<file path="src/logic/pdce_pkg.sv">
package pdce_pkg;

  // ****************************************************************
  // Address map
  // ****************************************************************
  localparam logic [31:0] PDCE_BLOCK_BASE  = 32'h4007_0000;
  localparam logic [31:0] PDCE_PORT_STEP   = 32'h0000_0100;
  localparam int          PDCE_PORT_COUNT  = 7;
  localparam logic [31:0] PDCE_OFF_P3_DATA = 32'h0000_031C;
  localparam logic [31:0] PDCE_OFF_P4_HI   = 32'h0000_0400;
  localparam logic [31:0] PDCE_OFF_P4_LO   = 32'h0000_0404;
  localparam logic [31:0] PDCE_OFF_P4_POL  = 32'h0000_0408;
  localparam logic [31:0] PDCE_OFF_P4_IEN  = 32'h0000_040C;
  localparam logic [31:0] PDCE_OFF_P4_PEND = 32'h0000_0410;
  localparam logic [31:0] PDCE_OFF_P4_OUT  = 32'h0000_041C;
  localparam logic [31:0] PDCE_OFF_P4_CLR  = 32'h0000_0420;

  // ****************************************************************
  // Reset values
  // ****************************************************************
  localparam logic [7:0] PDCE_RST_P3_DATA = 8'h00;
  localparam logic [7:0] PDCE_RST_P4_HI   = 8'hFF;
  localparam logic [7:0] PDCE_RST_P4_LO   = 8'h00;
  localparam logic [7:0] PDCE_RST_P4_POL  = 8'h00;
  localparam logic [7:0] PDCE_RST_P4_IEN  = 8'h00;
  localparam logic [7:0] PDCE_RST_P4_PEND = 8'h00;
  localparam logic [7:0] PDCE_RST_P4_OUT  = 8'h00;
  localparam logic [7:0] PDCE_RST_PIN_OUT = 8'h80;
  localparam logic [7:0] PDCE_RST_PIN_OEN = 8'h7F;

  // ****************************************************************
  // Pin function codes and pin positions
  // ****************************************************************
  localparam logic [1:0] PDCE_MODE_IN    = 2'h0;
  localparam logic [1:0] PDCE_MODE_OUT   = 2'h1;
  localparam logic [1:0] PDCE_MODE_OD    = 2'h2;
  localparam logic [1:0] PDCE_MODE_ALT   = 2'h3;
  localparam int         PDCE_PIN_TDO    = 7;
  localparam int         PDCE_PIN_TMS    = 6;
  localparam int         PDCE_PIN_TDI    = 5;
  localparam int         PDCE_PIN_TCK    = 4;
  localparam int         PDCE_PIN_TRST   = 3;
  localparam int         PDCE_PIN_PWM    = 2;
  localparam int         PDCE_PIN_CAP    = 1;
  localparam int         PDCE_PIN_TCLK   = 0;
  localparam int         PDCE_FIELD_W    = 2;
  localparam int         PDCE_HALF_PINS  = 4;

endpackage

</file>
<file path="src/logic/pdce_port_block.sv">
// Summary of operation
// - Port register groups start at 0x4007_0000, stepping 0x100 per port.
// - Port three data at 0x031C, resets zero, bits 31:8 read zero.
// - Port four upper function register at 0x0400 resets to 0xFF.
// - Field code selects input, push-pull, open-drain or alternate function.
// - Alternate code puts debug data out, mode select, data in on 4.7-4.5.
// - Alternate code on pin 4.4 carries the debug test clock in.
// - After reset debug inputs float and debug data out drives high.
// - Software may rewrite debug pins as ordinary inputs or outputs.
// - Port four lower function register at 0x0404 resets to zero.
// - Code 00 on pin 4.3 is input plus debug reset; 11 unused.
// - Alternate code: 4.2 timer wave out, 4.1 capture, 4.0 clock.
// - Polarity register at 0x0408 resets zero, one bit per pin.
// - Polarity bit 0 selects falling edge, 1 selects rising edge.
// - Interrupt enable register at 0x040C, one enable bit per pin.
// - Pending bit reads 1 when pending; writing zero clears it.
module pdce_port_block
  import pdce_pkg::*;
(
  input  wire logic        pclk,
  input  wire logic        presetn,
  input  wire logic        psel,
  input  wire logic        penable,
  input  wire logic        pwrite,
  input  wire logic [31:0] paddr,
  input  wire logic [31:0] pwdata,
  output logic      [31:0] prdata,
  output logic             pready,
  output logic             pslverr,
  output logic      [7:0]  port3_pin_data,
  input  wire logic [7:0]  port4_pin_in,
  output logic      [7:0]  port4_pin_out,
  output logic      [7:0]  port4_pin_oe_n,
  input  wire logic        debug_test_data_out,
  output logic             debug_test_mode_select,
  output logic             debug_test_data_in,
  output logic             debug_test_clock,
  output logic             debug_test_reset_n,
  input  wire logic        timer2_wave_out,
  output logic             timer2_capture_in,
  output logic             timer2_ext_clock_in,
  output logic             port4_irq
);

  // ****************************************************************
  // State
  // ****************************************************************
  typedef struct packed {
    logic [7:0]  port3_pin_data;
    logic [7:0]  port4_upper_pin_function;
    logic [7:0]  port4_lower_pin_function;
    logic [7:0]  port4_interrupt_polarity;
    logic [7:0]  port4_interrupt_enable;
    logic [7:0]  port4_interrupt_pending;
    logic [7:0]  port4_output_data;
    logic [7:0]  sync_first;
    logic [7:0]  sync_second;
    logic [7:0]  sync_prev;
    logic [7:0]  pin_out;
    logic [7:0]  pin_oe_n;
    logic        tms;
    logic        tdi;
    logic        tck;
    logic        trst_n;
    logic        cap;
    logic        tclk;
    logic [31:0] rdata;
    logic        err;
  } pdce_state_type;

  pdce_state_type state_reg;
  pdce_state_type state_next;

  // ****************************************************************
  // Helpers
  // ****************************************************************
  function automatic logic hit_reg(input logic [31:0] addr,
                                   input logic [31:0] off);
    hit_reg = (addr == PDCE_BLOCK_BASE + off);
  endfunction

  function automatic logic [1:0] pin_mode(input logic [7:0] hi,
                                          input logic [7:0] lo,
                                          input int         pin);
    if (pin >= PDCE_HALF_PINS) begin
      pin_mode = hi[(pin - PDCE_HALF_PINS) * PDCE_FIELD_W +: 2];
    end else begin
      pin_mode = lo[pin * PDCE_FIELD_W +: 2];
    end
  endfunction

  function automatic logic [31:0] widen(input logic [7:0] val);
    widen = {24'h00_0000, val};
  endfunction

  logic       wr_access;
  logic       setup_phase;
  logic       mapped;
  logic [7:0] rise;
  logic [7:0] fall;
  logic [7:0] edge_hit;
  logic [7:0] clear_mask;
  logic [1:0] mode;

  // ****************************************************************
  // Next state
  // ****************************************************************
  always_comb begin
    state_next  = state_reg;
    wr_access   = psel & penable & pwrite;
    setup_phase = psel & ~penable;
    mode        = PDCE_MODE_IN;

    // The first stage is read only by the second.
    state_next.sync_first  = port4_pin_in;
    state_next.sync_second = state_reg.sync_first;
    state_next.sync_prev   = state_reg.sync_second;
    rise     = state_reg.sync_second & ~state_reg.sync_prev;
    fall     = ~state_reg.sync_second & state_reg.sync_prev;
    edge_hit = (state_reg.port4_interrupt_polarity & rise) |
               (~state_reg.port4_interrupt_polarity & fall);

    mapped = hit_reg(paddr, PDCE_OFF_P3_DATA) |
             hit_reg(paddr, PDCE_OFF_P4_HI) |
             hit_reg(paddr, PDCE_OFF_P4_LO) |
             hit_reg(paddr, PDCE_OFF_P4_POL) |
             hit_reg(paddr, PDCE_OFF_P4_IEN) |
             hit_reg(paddr, PDCE_OFF_P4_PEND) |
             hit_reg(paddr, PDCE_OFF_P4_OUT) |
             hit_reg(paddr, PDCE_OFF_P4_CLR);

    // Read data is latched in the setup cycle so prdata is a flop.
    if (setup_phase) begin
      state_next.err = ~mapped;
      if (hit_reg(paddr, PDCE_OFF_P3_DATA)) begin
        state_next.rdata = widen(state_reg.port3_pin_data);
      end else if (hit_reg(paddr, PDCE_OFF_P4_HI)) begin
        state_next.rdata = widen(state_reg.port4_upper_pin_function);
      end else if (hit_reg(paddr, PDCE_OFF_P4_LO)) begin
        state_next.rdata = widen(state_reg.port4_lower_pin_function);
      end else if (hit_reg(paddr, PDCE_OFF_P4_POL)) begin
        state_next.rdata = widen(state_reg.port4_interrupt_polarity);
      end else if (hit_reg(paddr, PDCE_OFF_P4_IEN)) begin
        state_next.rdata = widen(state_reg.port4_interrupt_enable);
      end else if (hit_reg(paddr, PDCE_OFF_P4_PEND)) begin
        state_next.rdata = widen(state_reg.port4_interrupt_pending);
      end else if (hit_reg(paddr, PDCE_OFF_P4_OUT)) begin
        state_next.rdata = widen(state_reg.port4_output_data);
      end else begin
        state_next.rdata = 32'h0000_0000;
      end
    end

    clear_mask = 8'h00;
    if (wr_access) begin
      if (hit_reg(paddr, PDCE_OFF_P3_DATA)) begin
        state_next.port3_pin_data = pwdata[7:0];
      end
      if (hit_reg(paddr, PDCE_OFF_P4_HI)) begin
        state_next.port4_upper_pin_function = pwdata[7:0];
      end
      if (hit_reg(paddr, PDCE_OFF_P4_LO)) begin
        state_next.port4_lower_pin_function = pwdata[7:0];
      end
      if (hit_reg(paddr, PDCE_OFF_P4_POL)) begin
        state_next.port4_interrupt_polarity = pwdata[7:0];
      end
      if (hit_reg(paddr, PDCE_OFF_P4_IEN)) begin
        state_next.port4_interrupt_enable = pwdata[7:0];
      end
      if (hit_reg(paddr, PDCE_OFF_P4_OUT)) begin
        state_next.port4_output_data = pwdata[7:0];
      end
      if (hit_reg(paddr, PDCE_OFF_P4_PEND)) begin
        clear_mask = ~pwdata[7:0];
      end
      if (hit_reg(paddr, PDCE_OFF_P4_CLR)) begin
        clear_mask = pwdata[7:0];
      end
    end
    // A new edge wins over a clear in the same cycle.
    state_next.port4_interrupt_pending =
      (state_reg.port4_interrupt_pending & ~clear_mask) | edge_hit;

    // Pin drivers, one per pin, from the function fields.
    for (int i = 0; i < 8; i++) begin
      mode = pin_mode(state_reg.port4_upper_pin_function,
                      state_reg.port4_lower_pin_function, i);
      case (mode)
        PDCE_MODE_IN: begin
          state_next.pin_out[i]  = 1'b0;
          state_next.pin_oe_n[i] = 1'b1;
        end
        PDCE_MODE_OUT: begin
          state_next.pin_out[i]  = state_reg.port4_output_data[i];
          state_next.pin_oe_n[i] = 1'b0;
        end
        PDCE_MODE_OD: begin
          state_next.pin_out[i]  = 1'b0;
          state_next.pin_oe_n[i] = state_reg.port4_output_data[i];
        end
        PDCE_MODE_ALT: begin
          if (i == PDCE_PIN_TDO) begin
            state_next.pin_out[i]  = debug_test_data_out;
            state_next.pin_oe_n[i] = 1'b0;
          end else if (i == PDCE_PIN_PWM) begin
            state_next.pin_out[i]  = timer2_wave_out;
            state_next.pin_oe_n[i] = 1'b0;
          end else begin
            // Alternate inputs, and the unused code on pin 4.3, float.
            state_next.pin_out[i]  = 1'b0;
            state_next.pin_oe_n[i] = 1'b1;
          end
        end
        default: begin
          state_next.pin_out[i]  = 1'b0;
          state_next.pin_oe_n[i] = 1'b1;
        end
      endcase
    end

    // Alternate inputs route from the synchronised pins; idle levels
    // keep the test port and timer quiet when a pin is reassigned.
    state_next.tms = (pin_mode(state_reg.port4_upper_pin_function,
                      state_reg.port4_lower_pin_function, PDCE_PIN_TMS)
                      == PDCE_MODE_ALT) ?
                     state_reg.sync_second[PDCE_PIN_TMS] : 1'b1;
    state_next.tdi = (pin_mode(state_reg.port4_upper_pin_function,
                      state_reg.port4_lower_pin_function, PDCE_PIN_TDI)
                      == PDCE_MODE_ALT) ?
                     state_reg.sync_second[PDCE_PIN_TDI] : 1'b1;
    state_next.tck = (pin_mode(state_reg.port4_upper_pin_function,
                      state_reg.port4_lower_pin_function, PDCE_PIN_TCK)
                      == PDCE_MODE_ALT) ?
                     state_reg.sync_second[PDCE_PIN_TCK] : 1'b0;
    state_next.trst_n = (pin_mode(state_reg.port4_upper_pin_function,
                      state_reg.port4_lower_pin_function, PDCE_PIN_TRST)
                      == PDCE_MODE_IN) ?
                     state_reg.sync_second[PDCE_PIN_TRST] : 1'b0;
    state_next.cap = (pin_mode(state_reg.port4_upper_pin_function,
                      state_reg.port4_lower_pin_function, PDCE_PIN_CAP)
                      == PDCE_MODE_ALT) ?
                     state_reg.sync_second[PDCE_PIN_CAP] : 1'b0;
    state_next.tclk = (pin_mode(state_reg.port4_upper_pin_function,
                      state_reg.port4_lower_pin_function, PDCE_PIN_TCLK)
                      == PDCE_MODE_ALT) ?
                     state_reg.sync_second[PDCE_PIN_TCLK] : 1'b0;
  end

  // ****************************************************************
  // Registers
  // ****************************************************************
  always_ff @(posedge pclk or negedge presetn) begin
    if (!presetn) begin
      state_reg                          <= '0;
      state_reg.port3_pin_data           <= PDCE_RST_P3_DATA;
      state_reg.port4_upper_pin_function <= PDCE_RST_P4_HI;
      state_reg.port4_lower_pin_function <= PDCE_RST_P4_LO;
      state_reg.port4_interrupt_polarity <= PDCE_RST_P4_POL;
      state_reg.port4_interrupt_enable   <= PDCE_RST_P4_IEN;
      state_reg.port4_interrupt_pending  <= PDCE_RST_P4_PEND;
      state_reg.port4_output_data        <= PDCE_RST_P4_OUT;
      state_reg.pin_out                  <= PDCE_RST_PIN_OUT;
      state_reg.pin_oe_n                 <= PDCE_RST_PIN_OEN;
      state_reg.tms                      <= 1'b1;
      state_reg.tdi                      <= 1'b1;
    end else begin
      state_reg <= state_next;
    end
  end

  // ****************************************************************
  // Outputs
  // ****************************************************************
  assign prdata                 = state_reg.rdata;
  assign pready                 = psel & penable;
  assign pslverr                = psel & penable & state_reg.err;
  assign port3_pin_data         = state_reg.port3_pin_data;
  assign port4_pin_out          = state_reg.pin_out;
  assign port4_pin_oe_n         = state_reg.pin_oe_n;
  assign debug_test_mode_select = state_reg.tms;
  assign debug_test_data_in     = state_reg.tdi;
  assign debug_test_clock       = state_reg.tck;
  assign debug_test_reset_n     = state_reg.trst_n;
  assign timer2_capture_in      = state_reg.cap;
  assign timer2_ext_clock_in    = state_reg.tclk;
  assign port4_irq              = |(state_reg.port4_interrupt_pending &
                                    state_reg.port4_interrupt_enable);

  // ****************************************************************
  // Assertions
  // ****************************************************************
  a_unmapped_err: assert property (
    @(posedge pclk) disable iff (!presetn)
    (setup_phase && !mapped) ##1 (psel && penable) |-> pslverr)
    else $error("unmapped access not answered with an error");

  a_p3_read_zero: assert property (
    @(posedge pclk) disable iff (!presetn)
    (setup_phase && !pwrite && hit_reg(paddr, PDCE_OFF_P3_DATA)) |=>
    (prdata[31:8] == 24'h00_0000 && prdata[7:0] == $past(port3_pin_data)))
    else $error("port three data read returned wrong value");

  a_rsvd_zero: assert property (
    @(posedge pclk) disable iff (!presetn)
    (psel && penable && !pwrite) |-> prdata[31:8] == 24'h00_0000)
    else $error("reserved read data bits not zero");

  a_input_floats: assert property (
    @(posedge pclk) disable iff (!presetn)
    (state_reg.port4_lower_pin_function[1:0] == PDCE_MODE_IN) |=>
    port4_pin_oe_n[0])
    else $error("input mode pin is driven");

  a_od_low: assert property (
    @(posedge pclk) disable iff (!presetn)
    (state_reg.port4_lower_pin_function[1:0] == PDCE_MODE_OD) |=>
    (!port4_pin_out[0] &&
     port4_pin_oe_n[0] == $past(state_reg.port4_output_data[0])))
    else $error("open-drain pin drives high or has wrong enable");

  a_tdo_drives: assert property (
    @(posedge pclk) disable iff (!presetn)
    (state_reg.port4_upper_pin_function[7:6] == PDCE_MODE_ALT) |=>
    (!port4_pin_oe_n[7] && port4_pin_out[7] == $past(debug_test_data_out)))
    else $error("debug data out not driven on pin 4.7");

  a_tck_route: assert property (
    @(posedge pclk) disable iff (!presetn)
    (state_reg.port4_upper_pin_function[1:0] == PDCE_MODE_ALT) ##1
    (state_reg.port4_upper_pin_function[1:0] == PDCE_MODE_ALT) |=>
    debug_test_clock == $past(port4_pin_in[4], 3))
    else $error("debug clock not routed from pin 4.4");

  a_upper_write: assert property (
    @(posedge pclk) disable iff (!presetn)
    (wr_access && hit_reg(paddr, PDCE_OFF_P4_HI)) |=>
    state_reg.port4_upper_pin_function == $past(pwdata[7:0]))
    else $error("function register write lost");

  a_lower_write: assert property (
    @(posedge pclk) disable iff (!presetn)
    (wr_access && hit_reg(paddr, PDCE_OFF_P4_LO)) |=>
    state_reg.port4_lower_pin_function == $past(pwdata[7:0]))
    else $error("lower function register write lost");

  a_trst_route: assert property (
    @(posedge pclk) disable iff (!presetn)
    (state_reg.port4_lower_pin_function[7:6] == PDCE_MODE_IN) |=>
    debug_test_reset_n == $past(state_reg.sync_second[3]))
    else $error("debug reset not routed from pin 4.3");

  a_pwm_drive: assert property (
    @(posedge pclk) disable iff (!presetn)
    (state_reg.port4_lower_pin_function[5:4] == PDCE_MODE_ALT) |=>
    (!port4_pin_oe_n[2] && port4_pin_out[2] == $past(timer2_wave_out)))
    else $error("timer wave not driven on pin 4.2");

  a_pol_write: assert property (
    @(posedge pclk) disable iff (!presetn)
    (wr_access && hit_reg(paddr, PDCE_OFF_P4_POL)) |=>
    state_reg.port4_interrupt_polarity == $past(pwdata[7:0]))
    else $error("polarity register write lost");

  a_rise_sets: assert property (
    @(posedge pclk) disable iff (!presetn)
    (state_reg.port4_interrupt_polarity[0] && rise[0]) |=>
    state_reg.port4_interrupt_pending[0])
    else $error("rising edge did not set pending");

  a_pend_clear: assert property (
    @(posedge pclk) disable iff (!presetn)
    (wr_access && hit_reg(paddr, PDCE_OFF_P4_PEND) && !pwdata[0] &&
     !edge_hit[0]) |=> !state_reg.port4_interrupt_pending[0])
    else $error("writing zero did not clear pending");

  a_irq_level: assert property (
    @(posedge pclk) disable iff (!presetn)
    (|(edge_hit & state_reg.port4_interrupt_enable) &&
     !(wr_access && hit_reg(paddr, PDCE_OFF_P4_IEN))) |=> port4_irq)
    else $error("enabled edge did not raise interrupt");

  a_edge_latency: assert property (
    @(posedge pclk) disable iff (!presetn)
    (!state_reg.port4_interrupt_polarity[5] &&
     $fell(state_reg.sync_second[5])) |=>
    state_reg.port4_interrupt_pending[5])
    else $error("falling edge did not set pending");

endmodule

</file>
<file path="config.mk">
export PLATFORM = sky130hd
export DESIGN_NAME = pdce_port_block
export DESIGN_NICKNAME = d
export VERILOG_FILES = /design/src/logic/pdce_pkg.sv /design/src/logic/pdce_port_block.sv
export SDC_FILE = /design/constraint.sdc
export NUM_CORES = 1
export LEC_CHECK = 0
export ABC_AREA = 1
export BUFFER_PORTS_ARGS = -buffer_cell sky130_fd_sc_hd__buf_2
export CAP_MARGIN = 0
export CORE_MARGIN = 5
export CORE_UTILIZATION = 35
export CTS_CLUSTER_SIZE = 25
export DETAILED_ROUTE_END_ITERATION = 8
export GPL_TIMING_DRIVEN = 1
export PLACE_DENSITY_LB_ADDON = 0.08
export SYNTH_ARGS = -nofsm -noshare
export SYNTH_HDL_FRONTEND = slang
export SYNTH_SLANG_ARGS = --single-unit
</file>
<file path="constraint.sdc">
create_clock -name pclk -period 2.3 [get_ports pclk]
set_clock_uncertainty 0.1 [all_clocks]
set_input_delay 0.345 -clock pclk [delete_from_list [all_inputs] [get_ports pclk]]
set_output_delay 0.345 -clock pclk [all_outputs]
set_load 0.05 [all_outputs]
</file>
# Word-level counts from Yosys, hierarchy flattened
# Index checks and enable logic that the tools add are counted.
word_totals:
  register_bits: 135
  out_inout_bits: 65
  wordCells: 141
classes:
  eq_ne: 32
  mux: 32
  n_bitwise: 26
  n_reduce_logical: 31
ops:
  columns: ["cell", "n"]
  rows:
  - ["$eq A32 B31 Y1 const B", 8]
  - ["$mux W8", 10]
  - ["$and A8 B8 Y8", 6]
  - ["$not A8 Y8", 5]
  - ["$eq A2 B2 Y1 const B", 16]
  - ["$pmux W1 S3", 10]
  - ["$reduce_or A2 Y1", 10]
  - ["$reduce_or A3 Y1", 6]
  - ["$eq A2 B1 Y1 const B", 8]
  - ["$logic_not A2 Y1", 8]
  - ["$or A8 B8 Y8", 2]
  - ["$pmux W1 S2", 6]
  - ["$reduce_and A2 Y1", 6]
  - ["$reduce_or A8 Y1", 1]
  - ["$or A1 B1 Y1", 7]
  - ["$mux W1", 6]
  - ["$and A1 B1 Y1", 4]
  - ["$not A1 Y1", 2]

# Longest topological paths before layout
depth:
  word_depth: 9
  depth_mapped: 13

# Least setup slack after synthesis
# OpenSTA, ideal clock, no wires.
synth_timing:
  path_type: "input-to-reg"
  start: "in psel"
  end: "reg port3_pin_data[7] (netlist name)"
  t_arrival_ns: 1.564
  t_required_ns: 2.071
  setup_slack_ns: 0.507
  cell_stages: 9
  path_buffers: 2
  cell_sequence: "nand2_1 inv_2 nand2_1 inv_2 buf_1 nand2_4 buf_6 nand2_1 o21ai_1"
synth_between:
  elab_chain_cells: 3
synth_rtl:
  columns: ["element", "line", "source"]
  rows:
  - ["start: declaration", "pdce_port_block.sv:22", "input wire logic psel,"]
  - ["$and A1 B1 Y1", null, null]
  - ["net pready", "pdce_port_block.sv:28", "output logic pready,"]
  - ["$and A1 B1 Y1", "pdce_port_block.sv:110", "wr_access = psel & penable & pwrite;"]
  - ["$reduce_and A2 Y1 (no source line)", null, null]
# The timed path passes the listed nets, and every way through them passes these cells.
# A chain may end at the register's enable or synchronous reset.

# Worst setup path in the final report
layout_timing:
  start: "reg state_reg[95] (netlist name)"
  end: "out port4_irq"
layout_between:
  elab_chain_cells: 2
layout_rtl:
  columns: ["element", "line", "source"]
  rows:
  - ["start: declaration", "pdce_port_block.sv:71", "pdce_state_type state_reg;"]
  - ["start signal: assignment", "pdce_port_block.sv:268", "state_reg <= state_next;"]
  - ["$and A8 B8 Y8", "pdce_port_block.sv:287", "assign port4_irq = |(state_reg.port4_interrupt_pending &"]
  - ["$reduce_or A8 Y1", "pdce_port_block.sv:287", null]
  - ["end: declaration", "pdce_port_block.sv:42", "output logic port4_irq"]
# Every way passes these cells.

==> impl_metrics.yaml <==
finish:
  design_area_mm2: 0.006676
  syn_to_final_growth_pct: 13.65
  stdcell_count: 978
  final_core_util_pct: 40.40
  diodes: 0
  nNetsFinal: 856
  drive_above_1_share_pct: 26.12
  n_fill_cell: 1648
  largest_reg_flops: 55
worst_setup_path:
  crit_fanout: 3
  worstPathArrival_ns: 1.69
  reg2regPathDepth: 4
  critPathLaunchType: "register"
  worst_setup_path_end_kind: "output port"
  required_ns: 1.86
  crit_type: "register to output port"
sta:
  drv_slew: 0
  layout_min_cycle_time_ns: 2.133
  finalHoldViolCount: 0
  fin_ws_ns: 0.1667
  fmax_ghz: 0.4688
  setup_violations: 0
  worst_pin_slew_ns: 0.5962
  rsz0062_at_grt: "no"
  period_share_pct: 92.75
  final.setup.tns_ns: 0
  relSlewSlack_pct: 60.25
synthesis:
  syn_area_per_cell_um2: 8.690
  synth_area_leaders: "dfrtp_1 40%, nand2_1 11%, dfstp_2 8.1%, buf_4 7.4%, ha_1 5.1%"
  syn_inst: 676
  synth_top_family_by_area: "simple AND/OR/NAND/NOR gates"
  synth.top_cell.area_share_pct: 39.62
  synth_adder_area_share_pct: 5.112
  async_flop_share_pct: 100.0
  yosys-top-cells-count: "173 x nand2_1, 93 x dfrtp_1, 58 x buf_4"
  ys.flop_type: "dfrtp_1"
  synth_compound_area_share_pct: 8.072
  synth-xor-area-share_pct: 0
  ys_ff_latch: 111
  synth.most_common_cell: "nand2_1"
  synth-edff-count: 0
  yosys.area.top_type: "dfrtp_1"
  synth.distinct_cells: 36
  synth-seq-area-share_pct: 47.67
  synth.yosys.warnings: 0
  syn_area_mm2: 0.005874
  synth_mux_area_share_pct: 0
  yosys.area_share.simple_pct: 25.09
clock_network:
  htreeDepth: 3
  clockBufferDepth: 2
  clockRootBuffer: "clkbuf_16"
  cts_made_buffers: 9
  cts_resized: 0
  cts_setup_buffers: 0
  hold_buffers: 9
  clock_sinks: 111
  clock_latency_ns: 0.36
  cts_tree: "done"
  path_clk_slew_ns: 0.07
route:
  drc: 0
  first_pass_iters: 4
  vias: 4485
  via_per_inst: 4.586
  routed_wl_mm: 14.24
  drt-initial-drc-count: 260
  wl_per_cell_um: 14.56
  ant_nets: 0
die:
  start_util_pct: 35.55
  fp.dieW_um: 139.6
  ios: 144
  rows: 47
  dieArea_mm2: 0.01947
  die_height_um: 139.6
  fp.coreArea_mm2: 0.01652
placed_design:
  preCtsSetupSlack_ns: 0.08837
  dp.cells: 953
  dp_hpwl_mm: 10.53
  gp_congestion: 0.8419
  io_buffers: 95
  place_area_mm2: 0.006255
grt:
  grt_pass1_wl_mm: 23.00
  grt_use_total_pct: 14.87
  grt_start_max_net_pins: 112
  grt-ovfl-total: 0
  antenna_found_initial: 0
  first_global_vias: 4314
pwr:
  power_density_mw_per_mm2: 604.6
  leakage_nw: 3.349
  irDropWorstVdd_mv: 0.3447
hold_path:
  hold_path_class: "input port to register"
  holdPathStages: 3
run_status:
  outcome: "finished, final reports clean"
job:
  max_cap_violations: 0
final cells by class:
class / instances / area [µm²] / area share, %
sequential: 111 / 2800 / 41.94
multi-input combinational: 443 / 2338 / 35.03
timing repair buffer: 112 / 640.6 / 9.595
inverter: 76 / 290.3 / 4.348
tap: 220 / 275.3 / 4.123
clock buffer: 11 / 242.7 / 3.636
clock inverter: 5 / 88.84 / 1.331
metrics by stage:
stage / hold slack (ns) / total power [W]
detailed placement: 0.2347 / 0.002322
global placement: 0.2319 / 0.002316
CTS: 0.1124 / 0.004097
floorplan: -0.05059 / 0.002223
finish: 0.1272 / 0.004037
global route: 0.1232 / 0.004216
metal layers:
| metal | GRT usage (%) | share of wire (%) | wire [µm] |
|---|---|---|---|
| met3 | 3.087 | 6.5 | 926 |
| met1 | 21.14 | 47 | 6709 |
| met4 | 5.915 | 2.3 | 324 |
| met2 | 22.21 | 44 | 6277 |
| met5 | 0 | 0 | 0 |
report_power, final:
part | internal [W] | switching [W] | total (W)
logic | 0.0000717 | 0.000230 | 0.000302
clock network | 0.00100 | 0.000746 | 0.00175
registers | 0.00198 | 0.0000129 | 0.00199
total | 0.00305 | 0.000989 | 0.00404
cells by family (layout without fill, tap and decap cells):
logic type / after synthesis / after routing
and+or+nand+nor: 319 / 319
DFF: 111 / 111
buffers and inverters: 145 / 204
adders and majority gates: 24 / 24
AOI/OAI and AO/OA: 76 / 76
other: 1 / 24
critical path, stage by stage, from the launching register on:
cell,delay (ns)
dfrtp_1,0.40
a22o_1,0.27
a221oi_1,0.25
nand2_1,0.16
buf_2,0.24
layout by cell type (no fill, tap or decap), types with 2 or more instances in the layout:
cell	netlist	final
nor3_4	2	2
nand3_2	5	5
dfrtp_1	93	93
clkinv_4	1	2
nand3_1	44	44
conb_1	1	24
dfstp_2	18	18
nand2_4	4	4
bufinv_16	0	2
nand2_2	4	4
and2_1	2	2
buf_4	58	8
nor3_1	2	2
a22o_1	2	2
o21ai_1	39	39
o21ai_2	17	17
buf_2	2	94
and3_1	2	2
inv_1	56	56
ha_1	24	24
nor2_2	3	3
nor2_1	57	57
nand4_1	13	13
dlygate4sd3_1	0	9
nor2_4	5	5
inv_2	18	18
o21ai_0	2	2
a21oi_1	8	8
nand2_1	173	173
clkbuf_16	0	9
a221oi_1	2	2
o211ai_1	6	6
path summary, 6_finish.rpt:
path	start	to	slack [ns]
worst max-delay path	state_reg[95]$_DFFE_PN0P_	port4_irq	0.17
worst min-delay path	timer2_wave_out	port4_pin_out[2]$_DFF_PN0_	0.13
worst max register to register	state_reg[123]$_DFFE_PN1P_	port4_pin_oe_n[6]$_DFF_PN1_	0.97
worst min register to register	state_next[64]$_DFF_PN0_	state_next[56]$_DFF_PN0_	0.25
max in group asynchronous	presetn	debug_test_clock$_DFF_PN0_	1.15
min in group asynchronous	presetn	state_next[64]$_DFF_PN0_	0.52
Note: power is estimated with default switching activity, not from simulation.
